[config.mk]
export PLATFORM = sky130hd
export DESIGN_NAME = pfc_ctrl
export DESIGN_NICKNAME = d
export VERILOG_FILES = /design/src/pfc_pkg.sv /design/src/pfc_timer.sv /design/src/pfc_ctrl.sv
export SDC_FILE = /design/constraint.sdc
export NUM_CORES = 1
export LEC_CHECK = 0
export BUFFER_PORTS_ARGS = -buffer_cell sky130_fd_sc_hd__buf_4
export CAP_MARGIN = 15
export CELL_PAD_IN_SITES_DETAIL_PLACEMENT = 0
export CELL_PAD_IN_SITES_GLOBAL_PLACEMENT = 1
export CORE_AREA = 2 2 101 103
export DETAILED_ROUTE_END_ITERATION = 12
export DIE_AREA = 0 0 103 105
export GPL_TIMING_DRIVEN = 0
export PLACE_DENSITY = 0.77
export SLEW_MARGIN = 20
export SYNTH_ARGS = -nofsm -noshare
export SYNTH_HDL_FRONTEND = slang
export SYNTH_SLANG_ARGS = --single-unit
[constraint.sdc]
create_clock -name clk -period 1.9 [get_ports clk]
set_input_delay 0.095 -clock clk [delete_from_list [all_inputs] [get_ports clk]]
set_output_delay 0.095 -clock clk [all_outputs]
set_load 0.005 [all_outputs]
[src/pfc_pkg.sv]
// Package of constants and types for the parallel flash bus controller.
// Operation
// - Non-read operations start only by bus writes.
// - On bad sequence, pulse reset low to recover.
// - Read and write pin levels as defined.
// - Write cycles carry data; polling returns data.
// - Byte mode: top data pin carries lowest address.
// - Host drives all address bits, plus byte bit.
package pfc_pkg;

  // ****************************************************************
  // Geometry
  // ****************************************************************
  localparam int unsigned ADDR_W       = 26;
  localparam int unsigned SECT_OFF_W   = 16;
  localparam int unsigned SECT_W       = ADDR_W - SECT_OFF_W;
  localparam int unsigned DATA_W       = 16;
  localparam int unsigned BYTE_W       = 8;
  localparam int unsigned SECT_MAX_CNT = 1024;

  // ****************************************************************
  // Timing at 10 MHz
  // ****************************************************************
  localparam int unsigned CLK_PERIOD_NS  = 100;
  localparam int unsigned STROBE_NS      = 200;
  localparam int unsigned RESET_PULSE_NS = 500;
  localparam int unsigned STROBE_CYC  = (STROBE_NS + CLK_PERIOD_NS - 1) / CLK_PERIOD_NS;
  localparam int unsigned RESET_CYC   = (RESET_PULSE_NS + CLK_PERIOD_NS - 1) / CLK_PERIOD_NS;
  localparam int unsigned CNT_W       = 4;

  // ****************************************************************
  // Controller states
  // ****************************************************************
  typedef enum logic [4:0] {
    PFC_IDLE  = 5'b00001,
    PFC_READ  = 5'b00010,
    PFC_WRITE = 5'b00100,
    PFC_RESET = 5'b01000,
    PFC_DONE  = 5'b10000
  } pfc_state_t;

endpackage

[src/pfc_timer.sv]
// Down counter that times strobe and reset pulses.
`timescale 1ns/1ps
`default_nettype none
module pfc_timer
  import pfc_pkg::*;
(
  // Clock and reset
  input  wire logic             clk,
  input  wire logic             rst_n,
  // Control
  input  wire logic             load,
  input  wire logic [CNT_W-1:0] value,
  // Status
  output var  logic             expired
);

  logic [CNT_W-1:0] count;

  // Load wins over counting so a new phase always gets its full length.
  always_ff @(posedge clk or negedge rst_n) begin
    if (!rst_n) begin
      count <= 4'h0;
    end else if (load) begin
      count <= value;
    end else if (count != 4'h0) begin
      count <= count - 4'h1;
    end
  end

  assign expired = (count == 4'h0) && !load;

endmodule
`default_nettype wire

[src/pfc_ctrl.sv]
// Host-side controller driving an asynchronous parallel NOR flash.
`timescale 1ns/1ps
`default_nettype none
module pfc_ctrl
  import pfc_pkg::*;
(
  // Clock and reset
  input  wire logic                  clk,
  input  wire logic                  rst_n,
  // User request port
  input  wire logic                  req_valid,
  input  wire logic                  req_write,
  input  wire logic                  req_reset,
  input  wire logic [SECT_W-1:0]     req_sector,
  input  wire logic [SECT_OFF_W-1:0] req_offset,
  input  wire logic                  req_byte_hi,
  input  wire logic [DATA_W-1:0]     req_wdata,
  input  wire logic                  byte_mode,
  input  wire logic                  protect_outer,
  output logic                       req_ready,
  output logic                       rsp_valid,
  output logic [DATA_W-1:0]          rsp_rdata,
  // Flash pins
  output logic                       flash_ce_n,
  output logic                       flash_oe_n,
  output logic                       flash_we_n,
  output logic                       flash_reset_n,
  output logic                       flash_byte_n,
  output logic                       protect_accel_pin,
  output logic [ADDR_W-1:0]          flash_addr,
  input  wire logic [DATA_W-1:0]     flash_dq_i,
  output logic [DATA_W-1:0]          flash_dq_o,
  output logic [DATA_W-1:0]          flash_dq_oe_n
);

  pfc_state_t       state;
  logic             tmr_load;
  logic [CNT_W-1:0] tmr_value;
  logic             tmr_expired;

  // Sector numbering wraps to the device size by plain address width.
  function automatic logic [ADDR_W-1:0] word_addr(input logic [SECT_W-1:0] s,
                                                  input logic [SECT_OFF_W-1:0] o);
    word_addr = {s, o};
  endfunction

  // ****************************************************************
  // Pulse timer
  // ****************************************************************
  pfc_timer u_timer (
    .clk     (clk),
    .rst_n   (rst_n),
    .load    (tmr_load),
    .value   (tmr_value),
    .expired (tmr_expired)
  );

  // Timer is loaded as each active phase starts.
  always_comb begin
    tmr_load  = (state == PFC_IDLE) && req_valid;
    tmr_value = req_reset ? CNT_W'(RESET_CYC) : CNT_W'(STROBE_CYC);
  end

  // ****************************************************************
  // Sequencer
  // ****************************************************************
  // Reset requests outrank access requests so a stuck device recovers first.
  always_ff @(posedge clk or negedge rst_n) begin
    if (!rst_n) begin
      state <= PFC_IDLE;
    end else begin
      unique case (state)
        PFC_IDLE: begin
          if (req_valid) begin
            state <= req_reset ? PFC_RESET : (req_write ? PFC_WRITE : PFC_READ);
          end
        end
        PFC_READ, PFC_WRITE, PFC_RESET: begin
          if (tmr_expired) begin
            state <= PFC_DONE;
          end
        end
        PFC_DONE: begin
          state <= PFC_IDLE;
        end
        default: begin
          state <= PFC_IDLE;
        end
      endcase
    end
  end

  // Ready only when idle; next request is taken the cycle after DONE.
  always_ff @(posedge clk or negedge rst_n) begin
    if (!rst_n) begin
      req_ready <= 1'b0;
    end else begin
      req_ready <= (state == PFC_DONE) || ((state == PFC_IDLE) && !req_valid);
    end
  end

  // ****************************************************************
  // Control pins
  // ****************************************************************
  // Between accesses CE, OE and WE stay high: standby, so nothing is latched.
  always_ff @(posedge clk or negedge rst_n) begin
    if (!rst_n) begin
      flash_ce_n    <= 1'b1;
      flash_oe_n    <= 1'b1;
      flash_we_n    <= 1'b1;
      flash_reset_n <= 1'b1;
    end else if ((state == PFC_IDLE) && req_valid) begin
      flash_ce_n    <= req_reset;
      flash_oe_n    <= req_reset | req_write;
      flash_we_n    <= req_reset | !req_write;
      flash_reset_n <= !req_reset;
    end else if ((state != PFC_IDLE) && (state != PFC_DONE) && tmr_expired) begin
      flash_ce_n    <= 1'b1;
      flash_oe_n    <= 1'b1;
      flash_we_n    <= 1'b1;
      flash_reset_n <= 1'b1;
    end
  end

  // Width and protect straps follow the user levels.
  always_ff @(posedge clk or negedge rst_n) begin
    if (!rst_n) begin
      flash_byte_n      <= 1'b1;
      protect_accel_pin <= 1'b1;
    end else begin
      flash_byte_n      <= !byte_mode;
      protect_accel_pin <= !protect_outer;
    end
  end

  // ****************************************************************
  // Address and data pins
  // ****************************************************************
  // Address and write data are held for the whole strobe.
  always_ff @(posedge clk or negedge rst_n) begin
    if (!rst_n) begin
      flash_addr    <= '0;
      flash_dq_o    <= '0;
      flash_dq_oe_n <= '1;
    end else if ((state == PFC_IDLE) && req_valid) begin
      flash_addr <= word_addr(req_sector, req_offset);
      flash_dq_o <= req_wdata;
      if (byte_mode) begin
        flash_dq_o[DATA_W-1] <= req_byte_hi;
        flash_dq_oe_n        <= {1'b0, {(DATA_W-1){1'b1}}};
        if (req_write && !req_reset) begin
          flash_dq_oe_n[BYTE_W-1:0] <= '0;
        end
      end else begin
        flash_dq_oe_n <= (req_write && !req_reset) ? '0 : '1;
      end
    end else if ((state == PFC_DONE) && !byte_mode) begin
      flash_dq_oe_n <= '1;
    end else if (state == PFC_DONE) begin
      flash_dq_oe_n <= {1'b0, {(DATA_W-1){1'b1}}};
    end
  end

  // ****************************************************************
  // Read capture
  // ****************************************************************
  // Sample at the end of the OE strobe; byte mode keeps the low lane only.
  always_ff @(posedge clk or negedge rst_n) begin
    if (!rst_n) begin
      rsp_valid <= 1'b0;
      rsp_rdata <= '0;
    end else begin
      rsp_valid <= (state == PFC_READ) && tmr_expired;
      if ((state == PFC_READ) && tmr_expired) begin
        rsp_rdata <= byte_mode ? {8'h00, flash_dq_i[BYTE_W-1:0]} : flash_dq_i;
      end
    end
  end
endmodule
`default_nettype wire

# After elaboration in Yosys (flattened, before gate mapping)

Cells that the tools add are included.

Register bits: 91
Input bits: 66
Output and inout port bits: 82
Logic and storage cells: 69

Add/subtract/negate cells: 1
Equality and inequality tests: 9
Muxes and demuxes: 21
Bitwise gates (word level): 2
Reduce and logical (&&, ||, !) cells: 22

Operators by type and width:

| kind                                                                    | count |
|---|---|
| 16-bit 2-to-1 mux                                                       | 6 |
| 4-bit 2-to-1 mux                                                        | 3 |
| 5-bit 2-to-1 mux                                                        | 2 |
| 5-bit case mux with 2 select lines                                      | 1 |
| 1-bit logical AND                                                       | 8 |
| 8-bit 2-to-1 mux                                                        | 1 |
| 1-bit logical NOT                                                       | 6 |
| 1-bit 2-to-1 mux                                                        | 6 |
| 3-bit 2-to-1 mux                                                        | 2 |
| 5-bit by 1-bit == test with 1-bit output, second input constant         | 1 |
| 5-bit by 2-bit == test with 1-bit output, second input constant         | 1 |
| 5-bit by 3-bit == test with 1-bit output, second input constant         | 1 |
| 5-bit by 4-bit == test with 1-bit output, second input constant         | 1 |
| 5-bit == test, second input constant                                    | 1 |
| 5-bit by 1-bit inequality test with 1-bit output, second input constant | 1 |
| 5-bit inequality test, second input constant                            | 1 |
| 4-bit logical NOT                                                       | 1 |
| 2-bit inequality test, second input constant                            | 2 |
| 2-bit nonzero test                                                      | 2 |
| 4-bit nonzero test                                                      | 1 |
| 4-bit by 1-bit subtractor with 4-bit output, second input constant      | 1 |
| 3-bit nonzero test                                                      | 1 |
| 3-bit OR reduction                                                      | 1 |
| 1-bit bitwise OR                                                        | 2 |
| other kinds (2)                                                         | 2 |

# Logic depth before layout (Yosys ltp)

Word-level depth: 7
Mapped depth: 7
Depth with buffers taken out: 6

# Modules after synthesis

A second synthesis with hierarchy kept.

Cell total of the unflattened synthesis: 235
Area, all modules: 3470.8 um2

Modules (own cells, without submodules):

| module    | instances | cells each | area each (um2) | seq. area each (um2) |
|---|---|---|---|---|
| pfc_ctrl  | 1         | 209        | 3223.1          | 1864.3 |
| pfc_timer | 1         | 26         | 247.7           | 100.1 |

# Least setup slack after synthesis

OpenSTA, ideal clock, no wires.

Path kind: register to register
From: register u_timer.count[0]
To: register rsp_rdata[5]
Setup time: 0.125 ns
Arrival time: 1.622 ns
Required time: 1.775 ns
Path slack: 0.153 ns
Stages on the path, launching flop included: 7
Buffers on the path: 1
Clock period less this slack: 1.747 ns
Cell sequence: dfrtp_1 -> inv_1 -> ha_1 -> nor3b_4 -> nand4_4 -> buf_6 -> mux2_4

Cells in the longest elaborated chain, start to end: 3

Ends and longest elaborated chain:

| what                   | RTL line        | text |
|---|---|---|
| start, declared        | pfc_timer.sv:17 | `logic [CNT_W-1:0] count;` |
| start signal, assigned | pfc_timer.sv:24 | `count <= value;` |
| start signal, assigned | pfc_timer.sv:26 | `count <= count - 4'h1;` |
| 4-bit logical NOT      | pfc_timer.sv:30 | `assign expired = (count == 4'h0) && !load;` |
| 1-bit logical AND      | pfc_timer.sv:30 |  |
| 1-bit logical AND      | pfc_ctrl.sv:174 | `if ((state == PFC_READ) && tmr_expired) begin` |
| end signal, assigned   | pfc_ctrl.sv:175 | `rsp_rdata <= byte_mode ? {8'h00, flash_dq_i[BYTE_W-1:0]} : flash_dq_i;` |
| end, declared          | pfc_ctrl.sv:22  | `output logic [DATA_W-1:0] rsp_rdata,` |

Every way passes these cells.
A chain may end at the register's enable or synchronous reset.

# Final worst setup path

Same ends and word-level chain as after synthesis.

==> reports/results.md <==
- **Reg clk slew, reported paths** 0.09 ns
- **area of the mapped netlist** 0.00322 sq mm
- **library cell used as clock root buffer** sky130_fd_sc_hd__clkbuf_8
- **Placed Instances** 603
- **clock tree from TritonCTS** yes
- **global-route wire length before repair** 13900 microns
- **Detailed Route Iter0 Violations** 101
- **x dimension of the die** 103 microns
- **non-filler cells in the finished layout** 677
- **met2 wire length** 4200 microns
- **status** completed
- **final cycle utilization of the critical path** 92.3%
- **classification of the worst setup path** reg2reg
- **pin count of the biggest net entering global routing** 79
- **placer's final routability congestion estimate** 0.727
- **clock share of power** 19.0%
- **Area Overhead vs Synth** 64.6%
- **worst-path maximum fanout** 10
- **share of power burned in combinational logic** 41.4%
- **highest metal layer with signal wires** met4
- **Cells on Worst Hold Path** 3
- **fin util** 55.1%
- **DRT Wirelength** 8540 microns
- **total power divided by cell area** 1350 mW/mm^2
- **overall die area** 0.0108 sq mm
- **shortest period the worst path allows** 1.75 ns
- **total power of the final layout** 7.16 mW
- **cell internal power dissipation** 4.86 mW
- **vertical extent of the die** 105 microns
- **switching power** 2.30 mW
- **H-tree depth** 3
- **cells taking the most area after synthesis** sky130_fd_sc_hd__dfrtp_1 (53%), sky130_fd_sc_hd__nand2_1 (17%), sky130_fd_sc_hd__dfstp_2 (8.1%), sky130_fd_sc_hd__buf_4 (3.0%), sky130_fd_sc_hd__o21ai_0 (1.9%)
- **slew margin rel.** 34.8%
- **Layout Skew** 0.0118 ns
- **final HPWL from detailed placement** 5550 microns
- **DRC Markers** 0
- **required arrival time at the worst endpoint** 2.12 ns
- **top cells by count, synth** sky130_fd_sc_hd__nand2_1 (144), sky130_fd_sc_hd__dfrtp_1 (68), sky130_fd_sc_hd__buf_4 (13), sky130_fd_sc_hd__o21ai_0 (12), sky130_fd_sc_hd__dfstp_2 (10)
- **number of fill cells** 864
- **number of setup violations in the final report** 0
- **initial antenna violation count** 0
- **clk buf depth** 2
- **worst-case reg-to-reg path depth** 6
- **count of boundary I/O pins** 148
- **series of cell instances along the critical path** inv_1 -> ha_1 -> nor3b_4 -> nand4_4 -> buf_6 -> mux2_4
- **Synth Net Count** 391
- **net switching share of the total power** 32.1%
- **async set or reset register ratio after synthesis** 100%
- **clock buffers created by TritonCTS** 9
- **sequential fraction of the synthesis area** 60.9%
- **Min-Delay Path Class** in2reg
- **#FFs+latches synth** 78
- **grt total ovfl** 0
- **final max-slew violation count** 0
- **share of cells above drive strength 1** 39.0%
- **Max Cap Viol** 0
- **endpoint class of the critical path** flop
- **FP Rows** 36
- **Post-Route M1 WL** 3690 microns
- **most used flip-flop cell after synthesis** sky130_fd_sc_hd__dfrtp_1
- **routed via count divided by cell count** 4.30
- **critical path's slowest cell** sky130_fd_sc_hd__dfrtp_1
- **TritonCTS Sinks** 78
- **Antenna Violating Nets Remaining** 0
- **Buffers on Ports** 147
- **drt pass-1 iters** 4
- **Antenna Diode Count** 0
- **Final Net Count** 607
- **clock insertion delay at the later pin of the skew report** 0.35 ns
- **register share of total power** 39.5%
- **final hold violation count** 0
- **number of library cell types mapped by synthesis** 41
- **routed wire length on met3** 532 microns
- **library cell occupying the most area in the post-synthesis netlist** sky130_fd_sc_hd__dfrtp_1
- **data arrival time of the critical path** 1.98 ns
- **per-instance average area after synthesis** 9.98 sq um
- **number of global-route vias before repair** 2936
- **routed length per placed instance** 12.6 microns
- **GRT Util Overall** 16.2%
- **number of vias after detailed routing** 2909
- **FMAX** 570 MHz
- **EDFF count, synth** 0
- **area share of the largest cell type after synthesis** 52.8%
- **highest cell delay on the worst timing path** 0.39 ns
- **gate count of the mapped netlist** 323
- **unrepaired setup endpoints after global routing** false
- **leakage** 2.75 nW
- **area of the placeable core** 0.00964 sq mm
- **peak supply drop** 0.509 mV
- **Slew @ Worst Pin** 0.979 ns
- **most used standard cell by instance count after synthesis** sky130_fd_sc_hd__nand2_1
- **number of warnings reported in the yosys synthesis log** 0
- **initial standard-cell utilization of the core** 33.5%
- **CP startpoint kind** flop
==> registers in the layout, indices dropped and copies added, names as in the netlist, 3 cells and up <==
signal         cells
flash_addr        26
flash_dq_o        16
flash_dq_oe_n      3
rsp_rdata         16
state              5
u_timer.count      4
==> power groups by stage <==
stage	logic [mW]	clock network, mW	registers (mW)
finish	2.97	1.36	2.83
global route	3.33	1.48	2.93
CTS	2.98	1.40	2.83
detailed placement	2.89	0	2.83
global placement	2.84	0	2.81
floorplan	1.28	0	2.85
==> cell usage in the layout, fill, tap and decap left out, types with 3 or more instances in the layout <==
cell and n:
sky130_fd_sc_hd__clkbuf_8 9, sky130_fd_sc_hd__clkbuf_1 3, sky130_fd_sc_hd__xnor2_1 3, sky130_fd_sc_hd__mux2_4 3, sky130_fd_sc_hd__nand2_1 144, sky130_fd_sc_hd__clkbuf_4 5
sky130_fd_sc_hd__o21a_1 3, sky130_fd_sc_hd__nor3_1 4, sky130_fd_sc_hd__dfrtp_1 68, sky130_fd_sc_hd__buf_4 162, sky130_fd_sc_hd__dlygate4sd3_1 57, sky130_fd_sc_hd__inv_1 5
sky130_fd_sc_hd__nor2_1 5, sky130_fd_sc_hd__dfstp_2 10, sky130_fd_sc_hd__mux2i_1 3, sky130_fd_sc_hd__nand2b_1 3, sky130_fd_sc_hd__clkbuf_2 4, sky130_fd_sc_hd__a21oi_1 3
sky130_fd_sc_hd__mux2_2 5, sky130_fd_sc_hd__o21ai_0 12
==> worst max-delay path: cells and delay by family (launching register included) <==
| family | cells | cell delay (ns) |
|---|---|---|
| flip-flops | 1 | 0.39 |
| adder cells (fa/ha/maj) | 1 | 0.17 |
| multiplexers | 1 | 0.30 |
| buffers and inverters | 2 | 0.32 |
| AND/OR/NAND/NOR | 2 | 0.44 |
==> cell families after synthesis <==
logic type,count (synthesis),synth area share (%)
AOI/OAI and AO/OA,28,5.47
xor gates and xnor gates,4,1.09
adders and majority gates,2,0.776
buffers and inverters,33,5.86
DFF,78,60.9
muxes,11,4.07
and+or+nand+nor,167,21.8
==> path summary, 6_finish.rpt <==
path,startpoint,end,slack (ns)
max,u_timer.count[0],rsp_rdata[5],0.15
max reg2reg,u_timer.count[0],rsp_rdata[5],0.15
max in group asynchronous,rst_n,flash_dq_o[11],0.81
min in group asynchronous,rst_n,rsp_rdata[10],0.43
min reg2reg,flash_dq_oe_n[15],flash_dq_oe_n[15],0.47
min,flash_dq_i[15],rsp_rdata[15],0.02
==> repair_timing <==
item / 4_1_cts / 5_1_grt
resized for setup: 0 / 12
hold endpoints to repair: 124 / 0
setup buffers: 1 / 1
endpoints found under the setup margin: 21 / 40
pin swaps: 0 / 1
hold buffers: 57 / 0
==> final cells by class <==
type	count	area, sq um	share of cell area (%)
flip-flops and latches	78	1960	37.0
inverters	6	22.5	0.424
multi-input cells	212	1070	20.2
clock buffers	11	131	2.47
repair buffers	206	1690	31.8
clock inverters	5	83.8	1.58
plain buffers	26	180	3.39
well taps	133	166	3.13
==> routing by layer <==
metal	vias up	GRT usage, %
met2	98	27.0
met4	0	5.36
met5	-	0
li1	1444	-
met3	10	3.55
met1	1357	20.7
==> stage by stage <==
stage | worst slack, ns | setup TNS [ns] | instance area [sq um] | hold slack, ns
after floorplan | 0.153 | 0 | 3220 | -0.201
after global placement | -0.0510 | -0.291 | 4490 | 0.211
after detailed placement | -0.0996 | -0.432 | 4490 | 0.217
after CTS | 0.0301 | 0 | 5280 | 0.00155
after global routing | 0.0305 | 0 | 5310 | 0.0140
final | 0.147 | 0 | 5310 | 0.0190
Power figures use the tool's default switching activity.
